`src/ddr_ctl_map.vh`:
```
/*
 command and timing constants for the power-state tracker.
 assumes a 40 MHz system clock; included by the tracker, the controller model and the testbench.
*/
`ifndef DDR_CTL_MAP_VH
`define DDR_CTL_MAP_VH

// command encodings on {csN, rasN, casN, weN}
`define CMD_MRS        4'h0
`define CMD_REF        4'h1
`define CMD_PRE        4'h2
`define CMD_ACT        4'h3
`define CMD_WR         4'h4
`define CMD_RD         4'h5
`define CMD_NOP        4'h7

`define A10_BIT        10

// timing in ns and derived cycle counts at 25 ns period
`define CLK_NS         25
`define TRFC_NS        128
`define TRFC_CYC       ((`TRFC_NS + `CLK_NS - 1) / `CLK_NS)
`define TXSNR_NS       138
`define TXSNR_CYC      ((`TXSNR_NS + `CLK_NS - 1) / `CLK_NS)
`define TXSRD_CYC      200
`define TWTR_MIN_CYC   2
`define TCKE_CYC       3
`define RD_DONE_CYC    8
`define WR_DONE_CYC    10

`endif

```
`src/ddr_cycle_timer.v`:
```
/*
 down-counter that reports busy while a loaded interval runs.
 assumes a load pulse from logic on the same clock.
*/
`timescale 1ns/1ps
module ddr_cycle_timer #(
	parameter WIDTH = 8
) (
	input  wire             clk_sys,
	input  wire             rst,
	input  wire             load,
	input  wire [WIDTH-1:0] loadValue,
	output wire             busy
);
	reg [WIDTH-1:0] count_reg;

	always @(posedge clk_sys)
	begin
		if (rst)
			count_reg <= {WIDTH{1'b0}};
		else if (load)
			count_reg <= loadValue;
		else if (count_reg != {WIDTH{1'b0}})
			count_reg <= count_reg - {{(WIDTH-1){1'b0}}, 1'b1};
	end

	assign busy = (count_reg != {WIDTH{1'b0}});
endmodule // ddr_cycle_timer

```
`src/ddr_power_state.v`:
```
/*
 bank, refresh, self refresh and power-down state tracking of a
 four-bank memory device, plus checks of controller-side obligations.
 assumes command pins and cke arrive from the controller pins
 and pass a three-stage synchroniser to clk_sys.
*/
`timescale 1ns/1ps
`include "ddr_ctl_map.vh"
module ddr_power_state #(
	parameter BANKS = 4
) (
	input  wire       clk_sys,
	input  wire       rst,
	input  wire       ckePin,
	input  wire       csNPin,
	input  wire       rasNPin,
	input  wire       casNPin,
	input  wire       weNPin,
	input  wire       odtPin,
	input  wire [1:0] bankPin,
	input  wire       a10Pin,
	output reg  [3:0] bankOpen,
	output reg        selfRefresh,
	output reg        prechargePowerDown,
	output reg        activePowerDown,
	output reg        refreshBusy,
	output reg        internalRefresh,
	output reg        inputBuffersOn,
	output reg        dllFrozen,
	output reg        readAllowed,
	output reg        protocolError
);
	localparam ST_IDLE = 4'h1;
	localparam ST_SREF = 4'h2;
	localparam ST_PPD  = 4'h4;
	localparam ST_APD  = 4'h8;

	// three-stage synchroniser; decisions use stages two and three only
	reg [2:0] ckeS;
	reg [2:0] csS, rasS, casS, weS, odtS, a10S;
	reg [1:0] bank1, bank2, bank3;
	// integer timing constants cut to the 8-bit counter width on purpose
	localparam [31:0] TRFC_W   = `TRFC_CYC;
	localparam [31:0] TXSNR_W  = `TXSNR_CYC;
	localparam [31:0] TXSRD_W  = `TXSRD_CYC;
	localparam [31:0] TCKE_W   = `TCKE_CYC;
	localparam [31:0] RDDONE_W = `RD_DONE_CYC;
	localparam [31:0] WRDONE_W = `WR_DONE_CYC;
	localparam [31:0] WTROK_W  = `WR_DONE_CYC - `TWTR_MIN_CYC;
	always @(posedge clk_sys)
	begin
		if (rst)
		begin
			ckeS <= 3'h7;
			csS <= 3'h7;
			rasS <= 3'h7;
			casS <= 3'h7;
			weS <= 3'h7;
			odtS <= 3'h0;
			a10S <= 3'h0;
			bank1 <= 2'h0;
			bank2 <= 2'h0;
			bank3 <= 2'h0;
		end
		else
		begin
			ckeS <= {ckeS[1:0], ckePin};
			csS <= {csS[1:0], csNPin};
			rasS <= {rasS[1:0], rasNPin};
			casS <= {casS[1:0], casNPin};
			weS <= {weS[1:0], weNPin};
			odtS <= {odtS[1:0], odtPin};
			a10S <= {a10S[1:0], a10Pin};
			bank1 <= bankPin;
			bank2 <= bank1;
			// third stage keeps the bank aligned with the command stage
			bank3 <= bank2;
		end
	end

	// a level counts once stages two and three agree
	reg ckeLvl_reg;
	always @(posedge clk_sys)
	begin
		if (rst)
			ckeLvl_reg <= 1'b1;
		else if (ckeS[1] == ckeS[2])
			ckeLvl_reg <= ckeS[2];
	end

	wire [3:0] cmd = csS[2] ? `CMD_NOP : {1'b0, rasS[2], casS[2], weS[2]};
	wire       isNop = (cmd == `CMD_NOP) || (cmd == 4'h8);
	wire       ckePrev = ckeLvl_reg;
	wire       ckeNow = (ckeS[1] == ckeS[2]) ? ckeS[2] : ckeLvl_reg;
	wire       clockedCmd = ckePrev && ckeNow;

	function [3:0] bankMask;
		input [1:0] b;
		begin
			bankMask = 4'h1 << b;
		end
	endfunction

	reg [3:0] state_reg;
	reg [3:0] state_next;
	reg [3:0] open_reg;
	reg [3:0] open_next;
	reg [7:0] ckeHold_reg;
	reg [7:0] burst_reg;
	reg [7:0] sinceExit_reg;
	reg       wtr_reg;

	// timers for refresh occupancy and the tXSNR self refresh exit window
	wire refLoad = (state_reg == ST_IDLE) && clockedCmd && (cmd == `CMD_REF);
	wire exitLoad = (state_reg == ST_SREF) && ckeNow;
	wire trfcBusy;
	wire txsnrBusy;
	ddr_cycle_timer #(.WIDTH(8)) refTimer (
		.clk_sys   (clk_sys),
		.rst       (rst),
		.load      (refLoad),
		.loadValue (TRFC_W[7:0]),
		.busy      (trfcBusy)
	);
	ddr_cycle_timer #(.WIDTH(8)) xsnrTimer (
		.clk_sys   (clk_sys),
		.rst       (rst),
		.load      (exitLoad),
		.loadValue (TXSNR_W[7:0]),
		.busy      (txsnrBusy)
	);

	always @*
	begin
		state_next = state_reg;
		open_next = open_reg;
		case (state_reg)
			ST_IDLE:
			begin
				if (ckePrev && !ckeNow && cmd == `CMD_REF && open_reg == 4'h0)
					state_next = ST_SREF;
				else if (ckePrev && !ckeNow && isNop && burst_reg == 8'h00)
					state_next = (open_reg == 4'h0) ? ST_PPD : ST_APD;
				else if (clockedCmd)
				begin
					if (cmd == `CMD_ACT)
						open_next = open_reg | bankMask(bank3);
					else if (cmd == `CMD_PRE)
					begin
						if (a10S[2])
							open_next = 4'h0;
						else
							open_next = open_reg & ~bankMask(bank3);
					end
				end
			end
			ST_SREF:
				if (ckeNow)
					state_next = ST_IDLE;
			ST_PPD, ST_APD:
				if (ckeNow && isNop)
					state_next = ST_IDLE;
			default:
				state_next = ST_IDLE;
		endcase
	end

	// protocol checks; a set in the same cycle as nothing else, sticky until reset
	wire ckeEdge = (ckeNow != ckePrev);
	wire rwCmd = clockedCmd && (cmd == `CMD_RD || cmd == `CMD_WR);
	wire errRw = rwCmd && !open_reg[bank3];
	wire errRef = refLoad && (open_reg != 4'h0 || trfcBusy);
	wire errSref = (state_reg == ST_IDLE) && ckePrev && !ckeNow && cmd == `CMD_REF
		&& open_reg != 4'h0;
	wire errXsnr = (state_reg == ST_IDLE) && txsnrBusy && clockedCmd && !isNop;
	wire errRead = rwCmd && cmd == `CMD_RD && sinceExit_reg != 8'h00;
	wire errWtr = rwCmd && cmd == `CMD_RD && wtr_reg;
	wire errHold = ckeEdge && ckeHold_reg < TCKE_W[7:0];
	wire errCkeLow = ckePrev && !ckeNow && (burst_reg != 8'h00 || cmd == `CMD_MRS
		|| (sinceExit_reg != 8'h00 && (txsnrBusy || cmd != `CMD_REF)));
	wire errOdt = (state_reg == ST_IDLE && ckePrev && !ckeNow && cmd == `CMD_REF && odtS[2])
		|| (sinceExit_reg != 8'h00 && odtS[2]);
	wire errExit = (state_reg != ST_IDLE) && ckeNow && !isNop;

	always @(posedge clk_sys)
	begin
		if (rst)
		begin
			state_reg <= ST_IDLE;
			open_reg <= 4'h0;
			ckeHold_reg <= 8'h00;
			burst_reg <= 8'h00;
			sinceExit_reg <= 8'h00;
			wtr_reg <= 1'b0;
			bankOpen <= 4'h0;
			selfRefresh <= 1'b0;
			prechargePowerDown <= 1'b0;
			activePowerDown <= 1'b0;
			refreshBusy <= 1'b0;
			internalRefresh <= 1'b0;
			inputBuffersOn <= 1'b1;
			dllFrozen <= 1'b0;
			readAllowed <= 1'b1;
			protocolError <= 1'b0;
		end
		else
		begin
			state_reg <= state_next;
			open_reg <= open_next;
			if (ckeEdge)
				ckeHold_reg <= 8'h01;
			else if (ckeHold_reg != 8'hFF)
				ckeHold_reg <= ckeHold_reg + 8'h01;
			// burst occupancy; write adds tWR, tWTR at least two clocks
			if (rwCmd)
				burst_reg <= (cmd == `CMD_RD) ? RDDONE_W[7:0] : WRDONE_W[7:0];
			else if (burst_reg != 8'h00)
				burst_reg <= burst_reg - 8'h01;
			if (rwCmd)
				wtr_reg <= (cmd == `CMD_WR);
			else if (burst_reg <= WTROK_W[7:0])
				wtr_reg <= 1'b0;
			if (exitLoad)
				sinceExit_reg <= TXSRD_W[7:0];
			else if (sinceExit_reg != 8'h00)
				sinceExit_reg <= sinceExit_reg - 8'h01;
			bankOpen <= open_next;
			selfRefresh <= (state_next == ST_SREF);
			prechargePowerDown <= (state_next == ST_PPD);
			activePowerDown <= (state_next == ST_APD);
			refreshBusy <= refLoad || trfcBusy;
			// only self refresh refreshes; power-down never does
			internalRefresh <= (state_next == ST_SREF);
			inputBuffersOn <= (state_next == ST_IDLE);
			dllFrozen <= (state_next == ST_PPD);
			readAllowed <= !(exitLoad || sinceExit_reg > 8'h01);
			if (errRw || errRef || errSref || errXsnr || errRead || errWtr || errHold
				|| errCkeLow || errOdt || errExit)
				protocolError <= 1'b1;
		end
	end
endmodule // ddr_power_state

```
`config.mk`:
```
export PLATFORM = sky130hd
export DESIGN_NAME = ddr_power_state
export DESIGN_NICKNAME = d
export VERILOG_FILES = /design/src/ddr_cycle_timer.v /design/src/ddr_power_state.v
export VERILOG_INCLUDE_DIRS = /design/src
export SDC_FILE = /design/constraint.sdc
export NUM_CORES = 1
export LEC_CHECK = 0
export ABC_AREA = 1
export BUFFER_PORTS_ARGS = -buffer_cell sky130_fd_sc_hd__buf_2
export CAP_MARGIN = 10
export CORE_MARGIN = 5
export CORE_UTILIZATION = 60
export DETAILED_ROUTE_END_ITERATION = 8
export PLACE_DENSITY = 0.84
export SLEW_MARGIN = 20
export SYNTH_ARGS = -nofsm -noshare
export SYNTH_HDL_FRONTEND = slang
export SYNTH_SLANG_ARGS = --single-unit
```
`constraint.sdc`:
```
create_clock -name clk_sys -period 1.9 [get_ports clk_sys]
set_input_delay 0.095 -clock clk_sys [delete_from_list [all_inputs] [get_ports clk_sys]]
set_output_delay 0.095 -clock clk_sys [all_outputs]
set_load 0.01 [all_outputs]
```
==> summary.md <==
| Metric | Value |
|---|---|
| CP top delay family | simple AND/OR/NAND/NOR gates |
| Vias per inst | 5.14 |
| Static leakage | 2.02 nW |
| F_max | 586 MHz |
| Initial Util | 0.612 |
| Combinational share of power | 0.390 |
| Sw frac | 0.399 |
| Antenna viol nets, final | 0 |
| CP Capture Type | flop |
| WS Path Type | reg -> reg |
| Share of cells above drive strength 1 | 0.210 |
| Vias in the first global route | 3098 |
| Max rail drop VDD | 0.928 mV |
| Slowest cell delay on critical path | 320 ps |
| Boundary pin count | 24 |
| Clock sinks | 84 |
| Pin count of the biggest net entering global routing | 19 |
| Startpoint Class | flop |
| Clk_lat worst skew | 360 ps |
| Slew headroom | 0.791 |
| Hold Crit Class | in -> reg |
| Crit path depth | 11 |
| YS warnings | 0 |
| Via count | 3190 |
| Netlist cell types | 42 |
| Commonest non-fill, non-tap cells in the layout | dfxtp_1 (84), nand2_1 (74), nor2_1 (71), inv_1 (59), nand3_1 (31) |
| Die ar. | 8100 sq um |
| Pwr dens | 1350 nW/um^2 |
| Synth area leader | dfxtp_1 |
| Nets | 561 |
| Cell area after synthesis | 3840 sq um |
| Reg2reg end | protocolError$_SDFFE_PP0P_ |
| Root Driver | clkbuf_8 |
| Avg Cell Area, Syn | 7.66 sq um |
| Critical Path End | protocolError$_SDFFE_PP0P_ |
| Layout area overhead | 12.3% |
| Part of the power in the clock network | 0.205 |
| Layout Skew | 11.9 ps |
| Drt total wl | 7500 um |
| RePlAce Congestion | 0.869 |
| Final Total Pwr | 5.81 mW |
| GRT overflow | 0 |
| Critical path startpoint | ckeS[1]$_SDFF_PP1_ |
| Clock transition at path regs | 90 ps |
| Cells taking the most area after synthesis | dfxtp_1 (44%), nand2_1 (7.2%), nor2_1 (7.0%), inv_1 (5.8%), nand3_1 (4.0%) |
| Reg power frac | 0.405 |
| Power Internal | 3.50 mW |
| Status | complete, no violations |
| Slowest-stage cell, CP | dfxtp_1 |
| Post-synth top area share | 0.438 |
| Gate Count Post-Synth | 501 |
| FILL cells | 481 |
| Final setup violation count | 0 |
| Die Y | 90 um |
| IO Port Bufs | 23 |
| Total of max-cap violations | 0 |
| Clock tree buffer depth | 2 |
| CP arrival | 1970 ps |
| Syn Nets | 523 |
| RSZ-0062 raised after global routing | false |
| Fin. Hold Viols | 0 |
| Yosys reg bits | 84 |
| Max Fanout on Critical Path | 6 |
| Sw power | 2.32 mW |
| FP Rows | 29 |
| H-Tree Level Count | 3 |
| Inserted Clock Buffers | 9 |
| Commonest non-fill, non-tap cell in the layout | dfxtp_1 |
| Period utilization | 0.897 |
| Initial antenna violation count | 0 |
| Iter 0 DRT Violations | 150 |
| Core Footprint | 6280 sq um |
| Crit-path cells | inv_1 > nand2_1 > nand2_2 > inv_1 > ha_1 > nand3_1 > inv_1 > nand3_1 > nand3_1 > nor2_1 > a21oi_2 |
| Hpwl dp | 5420 um |
| FF-to-FF setup slack | 190 ps |
| GRT Total Usage | 0.196 |
| TritonCTS clock tree | built |
| Setup TNS | 0 ps |
| Average wire per standard cell | 12.1 um |
| Bufs and invs on worst path | 3 |
| DRT Pass-1 Iters | 5 |
| CP required | 2160 ps |
| Reg2Reg Depth | 11 |
| Min cycle time layout | 1710 ps |
| Pins Over Slew Limit | 0 |
| Die Span X | 90 um |
| Diodes inserted | 0 |
| Reg2reg start | ckeS[1]$_SDFF_PP1_ |
| First-pass GRT wire length | 13400 um |
| Final core utilization | 0.687 |
| Worst slew pin tran | 313 ps |
| Share of the yosys chip area belonging to registers | 0.438 |
| DRC violations left | 0 |
worst min-delay path by stage:
stage | from | endpoint | slack (ps) | cells past startpoint
finish | rst | bank3[0]$_SDFF_PP0_ | 80 | 2
floorplan | casNPin | casS[0]$_SDFF_PP1_ | 200 | 1
detailed placement | rasNPin | rasS[0]$_SDFF_PP1_ | 280 | 2
global placement | casNPin | casS[0]$_SDFF_PP1_ | 280 | 2
global route | rst | bank3[0]$_SDFF_PP0_ | 100 | 2
CTS | rst | bank3[0]$_SDFF_PP0_ | 80 | 2
what timing repair did:
item	4_1_cts	5_1_grt
setup buffers	0	0
endpoints found under the setup margin	0	2
hold endpoints to repair	9	0
gates resized for setup	0	1
hold buffers	9	0
synthesized netlist by cell type, drive strengths merged:
master,n
nand3b,1
and2,1
o211ai,4
nor2,86
o31ai,1
o21bai,1
o21ai,19
a31oi,7
nand4,2
nor3b,1
xnor2,4
or2,14
inv,80
o22ai,1
nor3,16
o21a,2
nand3,35
xor2,8
ha,11
a21oi,27
nand2,83
dfxtp,84
a22oi,1
clkbuf,5
a211oi,4
buf,3
power by group through the flow:
stage | clock, mW | combinational [mW] | sequential, mW
after global routing | 1.30 | 2.60 | 2.39
after global placement | 0 | 2.14 | 2.37
after detailed placement | 0 | 2.22 | 2.38
final | 1.19 | 2.27 | 2.35
after CTS | 1.20 | 2.27 | 2.35
after floorplan | 0 | 1.84 | 2.34
cells by family after synthesis:
logic type               after synthesis  share of synthesized area
buffers and inverters                 88                     0.0899
AND/OR/NAND/NOR                      239                      0.306
XOR/XNOR                              12                     0.0274
AO/OA/AOI/OAI                         67                      0.103
adder cells (fa/ha/maj)               11                     0.0358
flip-flops                            84                      0.438
area by class of cell:
cell class	instances	area [sq um]	share of cell area
sequential	84	1680	0.390
multi-input combinational	329	1820	0.421
clock inverter	6	47.5	0.0110
tap	77	96.3	0.0223
clock buffer	10	138	0.0319
inverter	80	305	0.0708
timing repair buffer	35	228	0.0528
metal layers:
metal / up-vias / wire, um / global-route usage
met5: - / 0 / 0
met1: 1445 / 3380 / 0.241
met2: 79 / 3630 / 0.320
li1: 1656 / - / -
met4: 0 / 119 / 0.0868
met3: 10 / 372 / 0.0509
worst reg2reg max path, stage by stage, from the launching register on:
cell and delay [ps]:
dfxtp_1 320, inv_1 60, nand2_1 80, nand2_2 110, inv_1 70, ha_1 230
nand3_1 210, inv_1 100, nand3_1 110, nand3_1 90, nor2_1 150, a21oi_2 60
through the flow:
stage                     hold slack, ps  setup slack (ps)  std cells  instance area (sq um)
after floorplan                      199               322        501                   3840
after global placement               277               310        596                   4030
after detailed placement             282               153        596                   4030
after CTS                           79.1               136        621                   4310
after global routing                96.3              40.6        621                   4310
final                               76.8               195        621                   4310
(Power assumes the default switching activity.)
